$ cat config.mk
export PLATFORM = sky130hd
export DESIGN_NAME = dpc_port_ctrl
export DESIGN_NICKNAME = d
export VERILOG_FILES = /design/src/common/dpc_pkg.sv /design/src/rtl/dpc_timer.sv /design/src/rtl/dpc_port_ctrl.sv
export SDC_FILE = /design/constraint.sdc
export NUM_CORES = 1
export LEC_CHECK = 0
export BUFFER_PORTS_ARGS = -buffer_cell sky130_fd_sc_hd__buf_2
export CAP_MARGIN = 20
export CORE_MARGIN = 2
export CORE_UTILIZATION = 42
export CTS_BUF_LIST = sky130_fd_sc_hd__clkbuf_2 sky130_fd_sc_hd__clkbuf_4 sky130_fd_sc_hd__clkbuf_8
export CTS_CLUSTER_SIZE = 14
export DETAILED_ROUTE_END_ITERATION = 12
export PLACE_DENSITY = 0.66
export SYNTH_ARGS = -nofsm -noshare
export SYNTH_HDL_FRONTEND = slang
export SYNTH_HIERARCHICAL = 1
export SYNTH_SLANG_ARGS = --single-unit
export TNS_END_PERCENT = 10
$ cat constraint.sdc
create_clock -name clk_i -period 1.7 [get_ports clk_i]
set_input_delay 0 -clock clk_i [delete_from_list [all_inputs] [get_ports clk_i]]
set_output_delay 0 -clock clk_i [all_outputs]
set_load 0.005 [all_outputs]
$ cat src/common/dpc_pkg.sv
package dpc_pkg;

    // ****************************************************************
    // Clock and pin timing
    // ****************************************************************
    localparam int CLK_MHZ       = 20;
    localparam int T_ADDR_SET_NS = 10;   // Address setup before the write strobe
    localparam int T_ACCESS_NS   = 70;   // Address/select to read data
    localparam int T_WPULSE_NS   = 40;   // Write strobe width
    localparam int T_ARB_NS      = 45;   // Longest arbitration time of the master
    localparam int T_HOLD_NS     = 5;    // Strobe kept past wait-flag release
    localparam int T_RDDLY_NS    = 70;   // Write-to-read data propagation

    // Least time, rounded up to whole cycles, never below one
    function automatic int ns_to_cyc(input int ns);
        int c;
        c = (ns * CLK_MHZ + 999) / 1000;
        return (c < 1) ? 1 : c;
    endfunction

    localparam int CYC_ACCESS = ns_to_cyc(T_ACCESS_NS);
    localparam int CYC_WPULSE = ns_to_cyc(T_WPULSE_NS);
    localparam int CYC_ARB    = ns_to_cyc(T_ARB_NS);
    localparam int CYC_HOLD   = ns_to_cyc(T_HOLD_NS);
    localparam int CYC_RDDLY  = ns_to_cyc(T_RDDLY_NS);
    localparam int CYC_SETUP  = ns_to_cyc(T_ADDR_SET_NS);

    // ****************************************************************
    // Memory geometry
    // ****************************************************************
    localparam int ADDR_W     = 14;
    localparam int DATA_W     = 8;
    localparam int TIMER_W    = 4;

    typedef enum logic [2:0] {
        ST_IDLE,
        ST_SETUP,
        ST_WRITE,
        ST_READ,
        ST_WAIT,
        ST_HOLD,
        ST_RECOVER
    } dpc_state_t;

endpackage

$ cat src/rtl/dpc_timer.sv
`timescale 1ns/1ps
module dpc_timer
    import dpc_pkg::*;
#(
    parameter int WIDTH = TIMER_W
)(
    input  wire logic             clk_i,
    input  wire logic             rstn_i,
    input  wire logic             load_i,
    input  wire logic [WIDTH-1:0] load_val_i,
    output logic      [WIDTH-1:0] count_o,
    output logic                  zero_o
);

    // A one-bit counter could not hold the shortest access plus its arbitration window
    if (WIDTH < 2)
        $error("dpc_timer: WIDTH too small");

    logic [WIDTH-1:0] cnt_ff;

    always_ff @(posedge clk_i or negedge rstn_i)
    begin
        if (!rstn_i)
            cnt_ff <= '0;
        else if (load_i)
            cnt_ff <= load_val_i;
        else if (cnt_ff != '0)
            cnt_ff <= cnt_ff - 1'b1;
    end

    assign count_o = cnt_ff;
    assign zero_o  = (cnt_ff == '0);

endmodule // dpc_timer

$ cat src/rtl/dpc_port_ctrl.sv
`timescale 1ns/1ps
module dpc_port_ctrl
    import dpc_pkg::*;
#(
    parameter bit SMALL_OPTION = 1'b0     // 8K-word part: top address bit held low
)(
    input  wire logic              clk_i,
    input  wire logic              rstn_i,
    // User side
    input  wire logic              req_i,
    input  wire logic              we_i,
    input  wire logic [ADDR_W-1:0] addr_i,
    input  wire logic [DATA_W-1:0] wdata_i,
    output logic                   ready_o,
    output logic                   done_o,
    output logic [DATA_W-1:0]      rdata_o,
    // Memory port pins
    output logic                   sel_n_o,
    output logic                   rw_o,
    output logic                   oe_n_o,
    output logic [ADDR_W-1:0]      addr_o,
    output logic [DATA_W-1:0]      data_o,
    output logic                   data_oe_o,
    input  wire logic [DATA_W-1:0] data_i,
    input  wire logic              wait_n_i,
    output logic                   slave_we_n_o
);

    // ****************************************************************
    // Elaboration checks
    // ****************************************************************
    if (CYC_WPULSE + CYC_ARB > (1 << TIMER_W) - 1 || CYC_ACCESS > (1 << TIMER_W) - 1
        || CYC_RDDLY > (1 << TIMER_W) - 1 || CYC_SETUP != 1)
        $error("dpc_port_ctrl: timing counts do not fit the timer");

    localparam logic [TIMER_W-1:0] LD_WRITE = TIMER_W'(CYC_WPULSE + CYC_ARB);
    localparam logic [TIMER_W-1:0] LD_WPUL  = TIMER_W'(CYC_WPULSE);
    localparam logic [TIMER_W-1:0] LD_READ  = TIMER_W'(CYC_ACCESS);
    localparam logic [TIMER_W-1:0] LD_HOLD  = TIMER_W'(CYC_HOLD);
    localparam logic [TIMER_W-1:0] LD_RDDLY = TIMER_W'(CYC_RDDLY);

    // ****************************************************************
    // Reset release
    // ****************************************************************
    logic rst_meta_ff;
    logic rst_sync_ff;

    always_ff @(posedge clk_i or negedge rstn_i)
    begin
        if (!rstn_i)
        begin
            rst_meta_ff <= 1'b0;
            rst_sync_ff <= 1'b0;
        end
        else
        begin
            rst_meta_ff <= 1'b1;
            rst_sync_ff <= rst_meta_ff;
        end
    end

    // ****************************************************************
    // Timer
    // ****************************************************************
    dpc_state_t       state_ff;
    logic             we_ff;
    logic             tmr_load;
    logic [TIMER_W-1:0] tmr_val;
    logic [TIMER_W-1:0] tmr_cnt;
    logic             tmr_zero;

    always_comb
    begin
        tmr_load = 1'b0;
        tmr_val  = '0;
        unique case (state_ff)
            ST_SETUP:
            begin
                tmr_load = 1'b1;
                tmr_val  = we_ff ? LD_WRITE : LD_READ;
            end
            ST_WAIT:
            begin
                tmr_load = wait_n_i;
                tmr_val  = we_ff ? LD_HOLD : LD_RDDLY;
            end
            ST_IDLE, ST_WRITE, ST_READ, ST_HOLD, ST_RECOVER:
            begin
                tmr_load = 1'b0;
            end
        endcase
    end

    dpc_timer #(
        .WIDTH      (TIMER_W)
    ) u_timer (
        .clk_i      (clk_i),
        .rstn_i     (rst_sync_ff),
        .load_i     (tmr_load),
        .load_val_i (tmr_val),
        .count_o    (tmr_cnt),
        .zero_o     (tmr_zero)
    );

    // ****************************************************************
    // Sequencer
    // ****************************************************************
    always_ff @(posedge clk_i or negedge rst_sync_ff)
    begin
        if (!rst_sync_ff)
            state_ff <= ST_IDLE;
        else
        begin
            unique case (state_ff)
                ST_IDLE:    if (req_i) state_ff <= ST_SETUP;
                ST_SETUP:   state_ff <= we_ff ? ST_WRITE : ST_READ;
                // A low wait flag means our access lost; park and retry on release
                ST_WRITE:   if (!wait_n_i) state_ff <= ST_WAIT;
                            else if (tmr_zero) state_ff <= ST_RECOVER;
                ST_READ:    if (!wait_n_i) state_ff <= ST_WAIT;
                            else if (tmr_zero) state_ff <= ST_RECOVER;
                ST_WAIT:    if (wait_n_i) state_ff <= ST_HOLD;
                ST_HOLD:    if (tmr_zero) state_ff <= ST_RECOVER;
                ST_RECOVER: state_ff <= ST_IDLE;
            endcase
        end
    end

    // ****************************************************************
    // Request capture: held stable for the whole access
    // ****************************************************************
    always_ff @(posedge clk_i or negedge rst_sync_ff)
    begin
        if (!rst_sync_ff)
        begin
            we_ff   <= 1'b0;
            addr_o  <= '0;
            data_o  <= '0;
        end
        else if (state_ff == ST_IDLE && req_i)
        begin
            we_ff  <= we_i;
            addr_o <= SMALL_OPTION ? {1'b0, addr_i[ADDR_W-2:0]} : addr_i;
            data_o <= wdata_i;
        end
    end

    // ****************************************************************
    // Pin strobes
    // ****************************************************************
    always_ff @(posedge clk_i or negedge rst_sync_ff)
    begin
        if (!rst_sync_ff)
        begin
            sel_n_o   <= 1'b1;
            rw_o      <= 1'b1;
            oe_n_o    <= 1'b1;
            data_oe_o <= 1'b0;
        end
        else
        begin
            unique case (state_ff)
                ST_IDLE:
                begin
                    rw_o <= 1'b1;
                    if (req_i)
                        sel_n_o <= 1'b0;
                end
                ST_SETUP:
                begin
                    if (we_ff)
                    begin
                        rw_o      <= 1'b0;
                        data_oe_o <= 1'b1;
                    end
                    else
                        oe_n_o <= 1'b0;
                end
                ST_WRITE, ST_HOLD:
                begin
                    if (tmr_zero && (state_ff == ST_HOLD || wait_n_i))
                    begin
                        rw_o   <= 1'b1;
                        oe_n_o <= 1'b1;
                    end
                end
                ST_READ:
                begin
                    if (tmr_zero && wait_n_i)
                        oe_n_o <= 1'b1;
                end
                ST_WAIT:
                begin
                    sel_n_o <= 1'b0;
                end
                ST_RECOVER:
                begin
                    sel_n_o   <= 1'b1;
                    data_oe_o <= 1'b0;
                end
            endcase
        end
    end

    // ****************************************************************
    // Slave write strobe
    // ****************************************************************
    // Starts only after the master could have flagged us, so a lost race never
    // reaches the slaves; it is dropped on the next clock edge while the flag is low.
    always_ff @(posedge clk_i or negedge rst_sync_ff)
    begin
        if (!rst_sync_ff)
            slave_we_n_o <= 1'b1;
        else if (state_ff == ST_WRITE && wait_n_i && !tmr_zero && tmr_cnt <= LD_WPUL)
            slave_we_n_o <= 1'b0;
        else if (state_ff == ST_HOLD && we_ff && !tmr_zero)
            slave_we_n_o <= 1'b0;
        else
            slave_we_n_o <= 1'b1;
    end

    // ****************************************************************
    // User answers
    // ****************************************************************
    always_ff @(posedge clk_i or negedge rst_sync_ff)
    begin
        if (!rst_sync_ff)
        begin
            rdata_o <= '0;
            done_o  <= 1'b0;
            ready_o <= 1'b0;
        end
        else
        begin
            done_o  <= (state_ff == ST_RECOVER);
            ready_o <= (state_ff == ST_IDLE && !req_i) || (state_ff == ST_RECOVER);
            if (!we_ff && tmr_zero && wait_n_i && (state_ff == ST_READ || state_ff == ST_HOLD))
                rdata_o <= data_i;
        end
    end

endmodule // dpc_port_ctrl

=== Word-level counts from Yosys, hierarchy flattened ===
Index checks and enable logic that the tools add are counted.

* Output and inout bits: 37
* Word-level logic and storage cells: 86
* Register bits after elaboration: 47

* Order comparisons: 1
* Equal/unequal tests: 12
* Muxes and demuxes: 23
* $add $sub $neg: 1
* Reductions and logical operators: 34

{| class="wikitable"
|+ Operator list
! cell !! number
|-
| $pmux W3 S6 || 1
|-
| $logic_and A1 B1 Y1 || 12
|-
| $mux W3 || 4
|-
| $ne A2 B2 Y1 const B || 6
|-
| $pmux W1 S3 || 4
|-
| $eq A3 B3 Y1 const B || 3
|-
| $mux W1 || 9
|-
| $reduce_bool A3 Y1 || 3
|-
| $mux W4 || 2
|-
| $eq A3 B2 Y1 const B || 2
|-
| $reduce_and A2 Y1 || 3
|-
| $reduce_or A5 Y1 || 1
|-
| $le A4 B1 Y1 const B || 1
|-
| $logic_not A4 Y1 || 1
|-
| $pmux W2 S2 || 1
|-
| $reduce_and A4 Y1 || 1
|-
| $reduce_bool A2 Y1 || 2
|-
| $reduce_bool A4 Y1 || 1
|-
| $reduce_or A2 Y1 || 2
|-
| $sub A4 B1 Y4 const B || 1
|-
| $eq A3 B1 Y1 const B || 1
|-
| $logic_not A1 Y1 || 3
|-
| $logic_not A3 Y1 || 1
|-
| $logic_or A1 B1 Y1 || 3
|-
| 3 further kinds || 3
|}

=== Logic depth before layout (Yosys ltp) ===
Gate-level depths: netlist of the first run.

* Depth in word-level cells: 5
* Mapped depth: 7

=== Hierarchy ===
Netlist of the first run, hierarchy kept.

{| class="wikitable"
|+ Modules (own cells, without submodules)
! module !! instances !! cells an instance !! area an instance (sq um) !! sequential area each (sq um)
|-
| dpc_port_ctrl || 1 || 138 || 1810.5 || 1081.0
|-
| dpc_timer || 1 || 22 || 234.0 || 100.1
|}

=== Least setup slack after synthesis of the first run ===
OpenSTA, ideal clock, no wires.

* Path kind: flip-flop to flip-flop
* Start point: register u_timer.cnt_ff[0] (netlist: u_timer/count_o[0])
* End point: register rdata_o[0]
* Library setup time: 0.125 ns
* Slack: -0.483 ns
* Data required time: 1.575 ns
* Buffers on the path: 0
* Arrival: 2.059 ns
* Stages on the path, launching flop included: 7
* Cell sequence: dfrtp_1 -> inv_1 -> ha_1 -> nor3b_4 -> nand2_1 -> a2111oi_4 -> mux2_2

* Word-level cells in the longest chain between the ends: 4

{| class="wikitable"
|+ Ends and longest elaborated chain
! element !! RTL line !! source
|-
| from (decl) || dpc_timer.sv:19 || <nowiki>logic [WIDTH-1:0] cnt_ff;</nowiki>
|-
| from (signal assigned) || dpc_timer.sv:26 || <nowiki>cnt_ff <= load_val_i;</nowiki>
|-
| from (signal assigned) || dpc_timer.sv:28 || <nowiki>cnt_ff <= cnt_ff - 1'b1;</nowiki>
|-
| $logic_not A4 Y1 || dpc_timer.sv:32 || <nowiki>assign zero_o = (cnt_ff == '0);</nowiki>
|-
| named net tmr_zero || dpc_port_ctrl.sv:70 || <nowiki>logic tmr_zero;</nowiki>
|-
| $logic_and A1 B1 Y1 (3 in a row) || dpc_port_ctrl.sv:237 || <nowiki>if (!we_ff && tmr_zero && wait_n_i && (state_ff == ST_READ || state_ff == ST_HOLD))</nowiki>
|-
| to (signal assigned) || dpc_port_ctrl.sv:238 || <nowiki>rdata_o <= data_i;</nowiki>
|-
| to (decl) || dpc_port_ctrl.sv:16 || <nowiki>output logic [DATA_W-1:0] rdata_o,</nowiki>
|}

The timed path passes the listed nets, and every way through them passes these cells.
A chain may end at the register's enable or synchronous reset.

=== Final worst setup path of the first run ===
* Start point: register u_timer.cnt_ff[0] (netlist: u_timer/count_o[0])
* End point: register rdata_o[2]

The elaborated chain is that of the path after synthesis.

==> metrics.cfg, run 1 <==
[drt]
dr.pass1.iters=4
final_antenna_net_count=0
drt_iter0_drc=34
routedWlPerCell_um=13.2
drcViolationCount=0
viasPerCell=4.74
vias=1649
wl_mm=4.61

[power]
p_clk_share_pct=16.4
swShare_pct=32.9
finalPower_mw=5.31
power_frac_seq_pct=38.1
p_int_mw=3.56
p_leak_nw=1.44
ir_worst_vdd_v=0.000851
p_per_area_nw_per_um2=1700
netSwitchingPower_mw=1.75
pwr-share-comb_pct=45.5

[clocking]
cts_tree=yes
clkSinkCount=47
htreeDepth=2
clock_latency_ns=0.30
cts_buffers=5
root_buffer=clkbuf_8
path_clk_slew_ns=0.09
clock_path_buffers=2

[cells_and_area]
final.fill_count=375
nNetsFinal=316
area.growth.synth_to_final_pct=52.4
diodes=0
multi_input_area_um2=827
layout_common_cells=buf_2, dfrtp_1, dlygate4sd3_1
seq_area_um2=1180
postLayoutCoreUtil_pct=66.0
final_common_cell=buf_2
drive_gt1_share_pct=50.2

[sta]
min_period_ns=1.76
setup_slack_ns=-0.0583
setup_viol=8
hold_viol_final=0
clock_skew_ns=0.00787
grt_setup_unrepaired=true
fmax_mhz=569
slew_viol_final=0
min_period_over_period_pct=103

[grt]
gr-total-overflow=0
grt_max_degree=29
grt_first_pass_wirelength_mm=7.29
antenna_found_initial=0
grt_pass1_vias=1559
globalRouteTotalUtil_pct=17.7

[yosys]
ys_async_sr_fraction_pct=100
ys_seq_area_share_pct=57.8
syn_area_um2=2040
yosys_warnings=6
yosysUniqueCellTypes=34
synth_seq_cells=47
synth_ff_type=dfrtp_1
synth_edf_count=0
postSynthCellCount=160
avgSynthCellArea_um2=12.8

[min_path]
hp-class=input pin to register

[floorplanning]
rows=25
die_area_um2=5440
core_um2=4720
fp.dieH_um=73.8
io_pins=72
start_util_pct=43.3
die_x_um=73.8

[placed_design]
hpwl_mm=3.05
place_congestion=0.820
portBuffers=71

[worst_setup_path]
path_delay_family=flip-flops
max_stage_delay_ns=0.40
start_kind=register
worstPathRequired_ns=1.89
path_max_fanout=8
arrival_ns=1.95
critPathSlowestCell=dfrtp_1
worst-path-buf-inv=2
crit_chain=inv_2 -> ha_4 -> nor3b_4 -> nand2_2 -> a2111oi_4 -> buf_6 -> mux2_2
critPathCaptureType=register
path_class=register to register

[job]
cap_violations=0

[status]
violations=setup timing
status=finished with violations

tightest hold or removal path, cell delays in order:
cell and delay, ns:
buf_2 0.14, a21oi_1 0.08, o22ai_1 0.11
final cells by class:
class	count	share of cell area, %
flip-flops and latches	47	38.0
repair buffers	121	28.0
multi-input cells	98	26.5
well taps	67	2.69
clock buffers	6	2.65
clock inverters	2	1.24
inverters	7	0.843
logic make-up (layout without fill, tap and decap cells):
kind of cell / after synthesis / in the layout / share of synthesized area, %
AOI/OAI and AO/OA: 26 / 26 / 8.94
xor gates and xnor gates: 1 / 1 / 0.428
adders and majority gates: 1 / 1 / 0.612
buffers and inverters: 16 / 136 / 3.18
DFF: 47 / 47 / 57.8
muxes: 35 / 35 / 19.2
other: 2 / 3 / 0.367
and+or+nand+nor: 32 / 32 / 9.55
timing repair:
| action | 4_1_cts | 5_1_grt |
|---|---|---|
| endpoints found under the setup margin | 8 | 12 |
| endpoints found under the hold margin | 34 | 0 |
| pin swaps | 0 | 1 |
| setup buffers | 1 | 0 |
| hold buffers | 34 | 0 |
| gates resized for setup | 5 | 3 |
metrics by stage:
stage,cell area [um2],hold slack [ns],setup TNS (ns),instances,setup slack [ns]
after global placement,2620,-0.214,-0.330,305,-0.0447
final,3120,0.0806,-0.406,348,-0.0583
after global routing,3120,0.0860,-1.34,348,-0.182
after CTS,3110,0.0722,-0.640,348,-0.0895
after detailed placement,2620,-0.212,-1.12,305,-0.151
after floorplan,2050,-0.296,-2.54,161,-0.323
flip-flops by register name (all words and copies together), names as in the netlist:
name,flops
done_o,1
u_timer/count_o,4
data_oe_o,1
oe_n_o,1
we_ff,1
rw_o,1
state_ff,3
data_o,8
slave_we_n_o,1
ready_o,1
addr_o,14
rst_meta_ff,1
rst_sync_ff,1
rdata_o,8
sel_n_o,1
final timing paths:
check | startpoint | end | slack (ns) | cells past startpoint
setup / recovery | u_timer/count_o[0] | rdata_o[2] | -0.06 | 7
min in group asynchronous | rst_sync_ff | rdata_o[3] | 0.20 | 0
hold / removal | wait_n_i | state_ff[1] | 0.08 | 3
hold reg to reg | rst_sync_ff | rdata_o[3] | 0.20 | 0
max in group asynchronous | rst_sync_ff | sel_n_o | 0.94 | 1
setup reg to reg | u_timer/count_o[0] | rdata_o[2] | -0.06 | 7
power by group through the flow:
stage	Combinational, mW	Clock, mW	Sequential (mW)
6_report	2.41	0.869	2.02
5_1_grt	2.67	0.927	2.10
4_1_cts	2.40	0.887	2.02
3_5_place_dp	2.29	0	2.04
3_3_place_gp	2.22	0	2.01
2_1_floorplan	1.30	0	2.01
metal layers:
| layer | up-vias | global-route usage [%] | routed length, um |
|---|---|---|---|
| met2 | 56 | 28.5 | 2270 |
| met5 | - | 0 | 0 |
| li1 | 801 | - | - |
| met3 | 12 | 5.21 | 264 |
| met4 | 0 | 7.27 | 97 |
| met1 | 780 | 22.3 | 1970 |
cells in the mapped netlist (3+ instances only):
library cell   n  share of area (%)
a21oi_1        5                1.2
buf_2          4               0.98
clkbuf_1       5               0.92
dfrtp_1       43                 53
dfstp_2        4                5.1
inv_1          7                1.3
mux2_2        31                 17
nand2_1        8                1.5
nor2_1         6                1.1
nor2b_1        3               0.92
nor3_1         4               0.98
nor3b_1        3                1.1
o21ai_0        8                2.0
No activity file was read; power rests on OpenSTA's default activity.
==> run 2: changes to the inputs <==
--- a/config.mk
+++ b/config.mk
@@ -5,6 +5,7 @@
 export SDC_FILE = /design/constraint.sdc
 export NUM_CORES = 1
 export LEC_CHECK = 0
+export ABC_AREA = 1
 export BUFFER_PORTS_ARGS = -buffer_cell sky130_fd_sc_hd__buf_2
 export CAP_MARGIN = 20
 export CORE_MARGIN = 2
==> run 2 against run 1 <==
Hold slack worse by 0.030 ns. Maximum frequency rose by 14%. Critical path type unchanged. Critical endpoint is now u_timer/count_o[3]. Area after synthesis increased by 2.8%. Utilization shrank 2.4 points. Sequential power fell by 2%. The flow now finishes without violations. Flip-flop and latch count unchanged. Synthesized cell count increased by 26%. Total power decreased by 6.6%.
==> metrics.cfg, run 2 <==
[yosys]
ys_seq_area_share_pct=56.2  ; -1.5 points
synth_common_cells=nand2_1, dfrtp_1, nand3_1, mux2_2, o21ai_0
synth_edf_count=0  ; unchanged
synth_ff_type=dfrtp_1
synth_largest_area_cell=dfrtp_1
postSynthCellCount=201  ; +26%
avgSynthCellArea_um2=10.5  ; -18%
synth_top_area_share_pct=51.2  ; -1.4 points
yosysUniqueCellTypes=30  ; -12%
synth.most_common_cell=nand2_1
yosys_warnings=6  ; unchanged
synth_seq_cells=47  ; unchanged
syn_area_um2=2100  ; +2.8%
ys_top_cells_by_area=dfrtp_1, mux2_2, nand2_1
ys_async_sr_fraction_pct=100  ; unchanged

[worst_setup_path]
rr_worst_depth=10  ; +3
timing.rr.start=state_ff[2]
max_stage_delay_ns=0.54  ; +0.14 ns
critPathCaptureType=register
cp_common_cell=nand2_1
path_max_fanout=8  ; unchanged
worstPathRequired_ns=1.90  ; about the same
path_class=register to register
critPathSlowestCell=dfrtp_1
reg2reg_slack_ns=0.15  ; +0.21 ns
arrival_ns=1.74  ; -0.21 ns
crit_chain=inv_1 -> nand2_1 -> nand2_2 -> o22ai_1 -> buf_4 -> inv_1 -> nand2_1 -> inv_1 -> nand2_1 -> nand2_1
critPathCapture=u_timer/count_o[3]
start_kind=register
critPathLaunch=state_ff[2]
r2r_end=u_timer/count_o[3]

[floorplanning]
fp.dieH_um=74.7  ; +1.3%
start_util_pct=43.9  ; +0.61 points
core_um2=4790  ; +1.3%
rows=25  ; unchanged
die_area_um2=5580  ; +2.6%
die_x_um=74.7  ; +1.3%
io_pins=72  ; unchanged

[sta]
min_period_over_period_pct=90.9  ; -13 points
hold-worst-slack_ns=0.0503  ; -0.0303 ns
grt_setup_unrepaired=false
slew_viol_final=0  ; unchanged
fmax_mhz=647  ; +14%
clock_skew_ns=0.00610  ; -0.00177 ns
min_period_ns=1.55  ; -0.213 ns
setup_viol=0  ; -8
hold_viol_final=0  ; unchanged
totalNegativeSetupSlack_ns=0  ; +0.406 ns

[grt]
antenna_found_initial=0  ; unchanged
grt.busiest_layer=met2
gr-total-overflow=0  ; unchanged
grt_first_pass_wirelength_mm=7.51  ; +2.9%
grtUsageMet2_pct=32.0  ; +3.5 points
grt_pass1_vias=1716  ; +10%
use_met3_pct=4.55  ; -0.66 points
met1_usage_pct=21.6  ; -0.69 points
grt_max_degree=31  ; +6.9%
globalRouteTotalUtil_pct=17.9  ; +0.15 points

[power]
p_leak_nw=1.60  ; +11%
ir_worst_vdd_v=0.000763  ; -10%
p_per_area_nw_per_um2=1630  ; -4.3%

[cells_and_area]
area.growth.synth_to_final_pct=44.8
final_common_cell=buf_2
reg_top3=addr_o: 14 flops, data_o: 8 flops, rdata_o: 8 flops
drive_gt1_share_pct=40.6  ; -9.6 points
top_register=addr_o
final.fill_count=392  ; +4.5%
largest_reg_flops=14  ; unchanged
diodes=0  ; unchanged
layout_common_cells=buf_2, nand2_1, dfrtp_1
nNetsFinal=358  ; +13%

[job]
cap_violations=0  ; unchanged

[clocking]
clock_path_buffers=2  ; unchanged
path_clk_slew_ns=0.09  ; about the same
cts_tree=yes
clock_latency_ns=0.29  ; about the same
clkSinkCount=47  ; unchanged
htreeDepth=2  ; unchanged
cts_buffers=5  ; unchanged
root_buffer=clkbuf_8

[drt]
routedWlPerCell_um=12.5  ; -5.3%
vias=1806  ; +9.5%
drcViolationCount=0  ; unchanged
wl_mm=4.89  ; +6.1%
final_antenna_net_count=0  ; unchanged
dr.pass1.iters=4  ; unchanged
drt_iter0_drc=83  ; +140%
viasPerCell=4.63  ; -2.3%

[placed_design]
portBuffers=71  ; unchanged
hpwl_mm=3.34  ; +9.7%
place_congestion=0.887  ; +8.2%

[min_path]
hp-class=input pin to register

[status]
status=complete, no violations

## run 2: cell types whose count changed after synthesis, moves of 5 or more
cell,delta
nand2_1,+41
nand3_1,+19
mux2_2,-13
clkbuf_1,-5
inv_1,+5
nor2_1,+5
o21ai_0,+5
## run 2: routing by layer
metal	part of all wire, %	routed length, um
met1	42	2040
met2	53	2600
met3	4.5	222
met4	0.45	22
met5	0	0
## run 2: worst min-delay path by stage
stage / endpoint / depth (start not counted) / startpoint
global route: state_ff[1] / 3 / wait_n_i
finish: state_ff[1] / 3 / wait_n_i
detailed placement: rst_meta_ff / 1 / rstn_i
global placement: rst_meta_ff / 1 / rstn_i
floorplan: rst_meta_ff / 0 / rstn_i
CTS: rst_meta_ff / 2 / rstn_i
## run 2: final cells by class
type | count | area (um2) | area share, %
inverters | 14 | 55.1 | 1.81
clock inverters | 2 | 13.8 | 0.452
clock buffers | 6 | 76.3 | 2.51
flip-flops and latches | 47 | 1180 | 38.9
well taps | 67 | 83.8 | 2.76
repair buffers | 116 | 796 | 26.2
multi-input cells | 138 | 835 | 27.4
## run 2: worst max-delay path: cells and delay by family (launching register included)
kind / cells / cell delay [ns]
buf+inv: 4 / 0.42
simple gates: 5 / 0.37
compound gates: 1 / 0.12
flops: 1 / 0.54
## run 2: kinds of logic (layout without fill, tap and decap cells)
logic type	after synthesis	count (layout)	share of synthesized area, %
compound gates	18	18	4.53
xor+xnor	1	1	0.417
fa+ha+maj	1	1	0.595
buf+inv	17	138	4.23
flops	47	47	56.2
mux	22	22	12.5
other cells	2	3	0.357
simple gates	93	93	21.1
## run 2: timing repair
item | 4_1_cts | 5_1_grt
hold buffers | 32 | 1
hold endpoints to repair | 33 | 2
gates resized for setup | 0 | 3
endpoints found under the setup margin | 0 | 8
buffers inserted | 0 | 3
## run 2: per-stage QoR
step	area [um2]	power, mW	setup slack, ns	util (%)	std cells
2_1_floorplan	2100	3.39	0.134	-	202
3_3_place_gp	2590	4.17	0.190	54.1	346
3_5_place_dp	2590	4.22	0.128	54.1	346
4_1_cts	3000	4.95	0.116	62.7	386
5_1_grt	3040	5.40	0.00889	63.6	390
6_report	3040	4.96	0.154	63.6	390
## run 2: where the power goes
| part | internal, mW | leakage (nW) | switching [mW] |
|---|---|---|---|
| Clock | 0.307 | 0.0486 | 0.369 |
| Combinational | 1.14 | 0.981 | 1.17 |
| Sequential | 1.64 | 0.567 | 0.325 |
==> run 3: changes to the inputs <==
--- a/config.mk
+++ b/config.mk
@@ -7,13 +7,13 @@
 export LEC_CHECK = 0
 export ABC_AREA = 1
 export BUFFER_PORTS_ARGS = -buffer_cell sky130_fd_sc_hd__buf_2
-export CAP_MARGIN = 20
 export CORE_MARGIN = 2
-export CORE_UTILIZATION = 42
+export CORE_UTILIZATION = 51
 export CTS_BUF_LIST = sky130_fd_sc_hd__clkbuf_2 sky130_fd_sc_hd__clkbuf_4 sky130_fd_sc_hd__clkbuf_8
 export CTS_CLUSTER_SIZE = 14
 export DETAILED_ROUTE_END_ITERATION = 12
-export PLACE_DENSITY = 0.66
+export HOLD_SLACK_MARGIN = 0.02
+export PLACE_DENSITY = 0.78
 export SYNTH_ARGS = -nofsm -noshare
 export SYNTH_HDL_FRONTEND = slang
 export SYNTH_HIERARCHICAL = 1
==> run 3 against run 2 <==
Utilization is 13 points higher. Sequential power hardly changed. Register-to-register slack worse by 0.02 ns. Clock skew is 0.0058 ns higher. Non-clock buffer count stayed put.
==> metrics.cfg, run 3 (same netlist as run 2, synthesis figures left out) <==
[drt]
routedWlPerCell_um=14.3  ; +14%
dr.pass1.iters=4  ; unchanged
drcViolationCount=0  ; unchanged
drt_iter0_drc=114  ; +37%
viasPerCell=4.97  ; +7.2%
vias=1852  ; +2.5%
final_antenna_net_count=0  ; unchanged
wl_mm=5.35  ; +9.3%

[worst_setup_path]
crit_chain=inv_2 -> ha_2 -> nand2_1 -> inv_1 -> nand2_2 -> nor3_4 -> buf_4 -> nand3_1 -> nand2_1
cp_common_cell=nand2_1
max_stage_delay_ns=0.39  ; -0.15 ns
start_kind=register
worst-path-buf-inv=3  ; -1
path_class=register to register
worstPathRequired_ns=1.93  ; +0.03 ns
arrival_ns=1.79  ; +0.05 ns
reg2reg_slack_ns=0.14  ; -0.02 ns
path_delay_family=simple AND/OR/NAND/NOR gates
rr_worst_depth=9  ; -1
r2r_end=rdata_o[3]
timing.rr.start=u_timer/count_o[0]
critPathSlowestCell=dfrtp_1
critPathCaptureType=register
path_max_fanout=5  ; -3

[sta]
clock_skew_ns=0.0119  ; +0.00577 ns
slew_viol_final=0  ; unchanged
totalNegativeSetupSlack_ns=0  ; unchanged
setup_slack_ns=0.137  ; -0.0171 ns
fmax_mhz=640  ; -1.1%
min_period_ns=1.56  ; +0.0171 ns
grt_setup_unrepaired=false
setup_viol=0  ; unchanged
min_period_over_period_pct=91.9  ; +1.0 points
hold_viol_final=0  ; unchanged

[clocking]
clock_path_buffers=2  ; unchanged
cts_tree=yes
cts_buffers=5  ; unchanged
clkSinkCount=47  ; unchanged
root_buffer=clkbuf_8
htreeDepth=2  ; unchanged
clock_latency_ns=0.30  ; about the same
path_clk_slew_ns=0.09  ; about the same

[status]
status=complete, no violations

[grt]
grt_first_pass_wirelength_mm=8.25  ; +9.8%
grt_max_degree=36  ; +16%
grt_pass1_vias=1788  ; +4.2%
globalRouteTotalUtil_pct=24.3  ; +6.5 points
antenna_found_initial=0  ; unchanged
gr-total-overflow=0  ; unchanged

[cells_and_area]
nNetsFinal=358  ; unchanged
drive_gt1_share_pct=41.5  ; +0.93 points
largest_reg_flops=14  ; unchanged
area.growth.synth_to_final_pct=44.1
final_common_cell=buf_2
diodes=0  ; unchanged
instances_no_fill=373  ; -4.4%
reg_top3=addr_o: 14 flops, data_o: 8 flops, rdata_o: 8 flops
top_register=addr_o
layout_common_cells=buf_2, nand2_1, dfrtp_1

[floorplanning]
io_pins=72  ; unchanged
start_util_pct=52.9  ; +9.0 points
rows=23  ; -8.0%
core_um2=3970  ; -17%
die_area_um2=4650  ; -17%
die_x_um=68.2  ; -8.8%
fp.dieH_um=68.2  ; -8.8%

[min_path]
min_to=state_ff[1]
hp-start=wait_n_i
whs_path_depth=3  ; unchanged
hp-class=input pin to register

[placed_design]
place_congestion=0.870  ; -1.8%
place_ws_ns=0.0816  ; -0.0463 ns
portBuffers=71  ; unchanged
hpwl_mm=3.38  ; +1.1%
placedCellCount=329  ; -4.9%

[job]
cap_violations=0  ; unchanged

[power]
p_leak_nw=1.59  ; -0.32%
finalPower_mw=5.10  ; +2.8%
ir_worst_vdd_v=0.00123  ; +62%
p_per_area_nw_per_um2=1680  ; +3.3%

[run 3: cell types whose count changed in the layout (fill, tap and decap cells not counted), sizes merged]
cell	previous run	this run
clkinv	2	1
clkinvlp	0	1
[run 3: layout make-up]
| cell class | count | area, um2 |
|---|---|---|
| Tap cell | 50 | 62.6 |
| Clock buffer | 6 | 82.6 |
| Timing Repair Buffer | 116 | 788 |
| Clock inverter | 2 | 16.3 |
| Multi-Input combinational cell | 138 | 840 |
| Fill cell | 257 | 943 |
| Inverter | 14 | 55.1 |
| Sequential cell | 47 | 1180 |
[run 3: metrics by stage]
step           hold slack [ns]  area (um2)  utilization [%]
2_1_floorplan           -0.296        2100                -
3_3_place_gp            -0.215        2570             64.7
3_5_place_dp            -0.214        2570             64.7
4_1_cts                 0.0313        2990             75.3
5_1_grt                 0.0873        3030             76.2
6_report                0.0562        3030             76.2
[run 3: power by group]
| group | total, mW | internal (mW) | switching, mW |
|---|---|---|---|
| clock network | 0.723 | 0.333 | 0.390 |
| registers | 1.99 | 1.65 | 0.340 |
| logic | 2.39 | 1.16 | 1.23 |
[run 3: how the worst max path moves through the flow]
stage	from	to	slack, ns	cells after the start
after floorplan	u_timer/count_o[0]	rdata_o[0]	0.13	9
after global placement	u_timer/count_o[0]	rdata_o[0]	0.18	9
after detailed placement	u_timer/count_o[0]	rdata_o[5]	0.08	9
after CTS	u_timer/count_o[0]	rdata_o[5]	0.06	9
after global routing	u_timer/count_o[0]	rdata_o[7]	0.009	9
final	u_timer/count_o[0]	rdata_o[3]	0.14	9
[run 3: worst register-to-register path, cell delays in order (launching register included)]
cell and delay [ns]:
dfrtp_1 0.39, inv_2 0.08, ha_2 0.19, nand2_1 0.07, inv_1 0.08, nand2_2 0.09, nor3_4 0.29, buf_4 0.18
nand3_1 0.06, nand2_1 0.07
[run 3: metal layers]
| layer | up-vias | track usage, % | share of wire (%) |
|---|---|---|---|
| met5 | - | 0 | 0 |
| met4 | 0 | 7.25 | 2.0 |
| met3 | 12 | 5.10 | 6.5 |
| met2 | 81 | 43.6 | 54 |
| met1 | 854 | 29.4 | 38 |
| li1 | 905 | - | - |
[run 3: what timing repair did]
action                                  4_1_cts  5_1_grt
endpoints found under the setup margin        0        9
buffers inserted                              0        3
hold buffers                                 32        1
resized for setup                             0        4
endpoints found under the hold margin        33        2
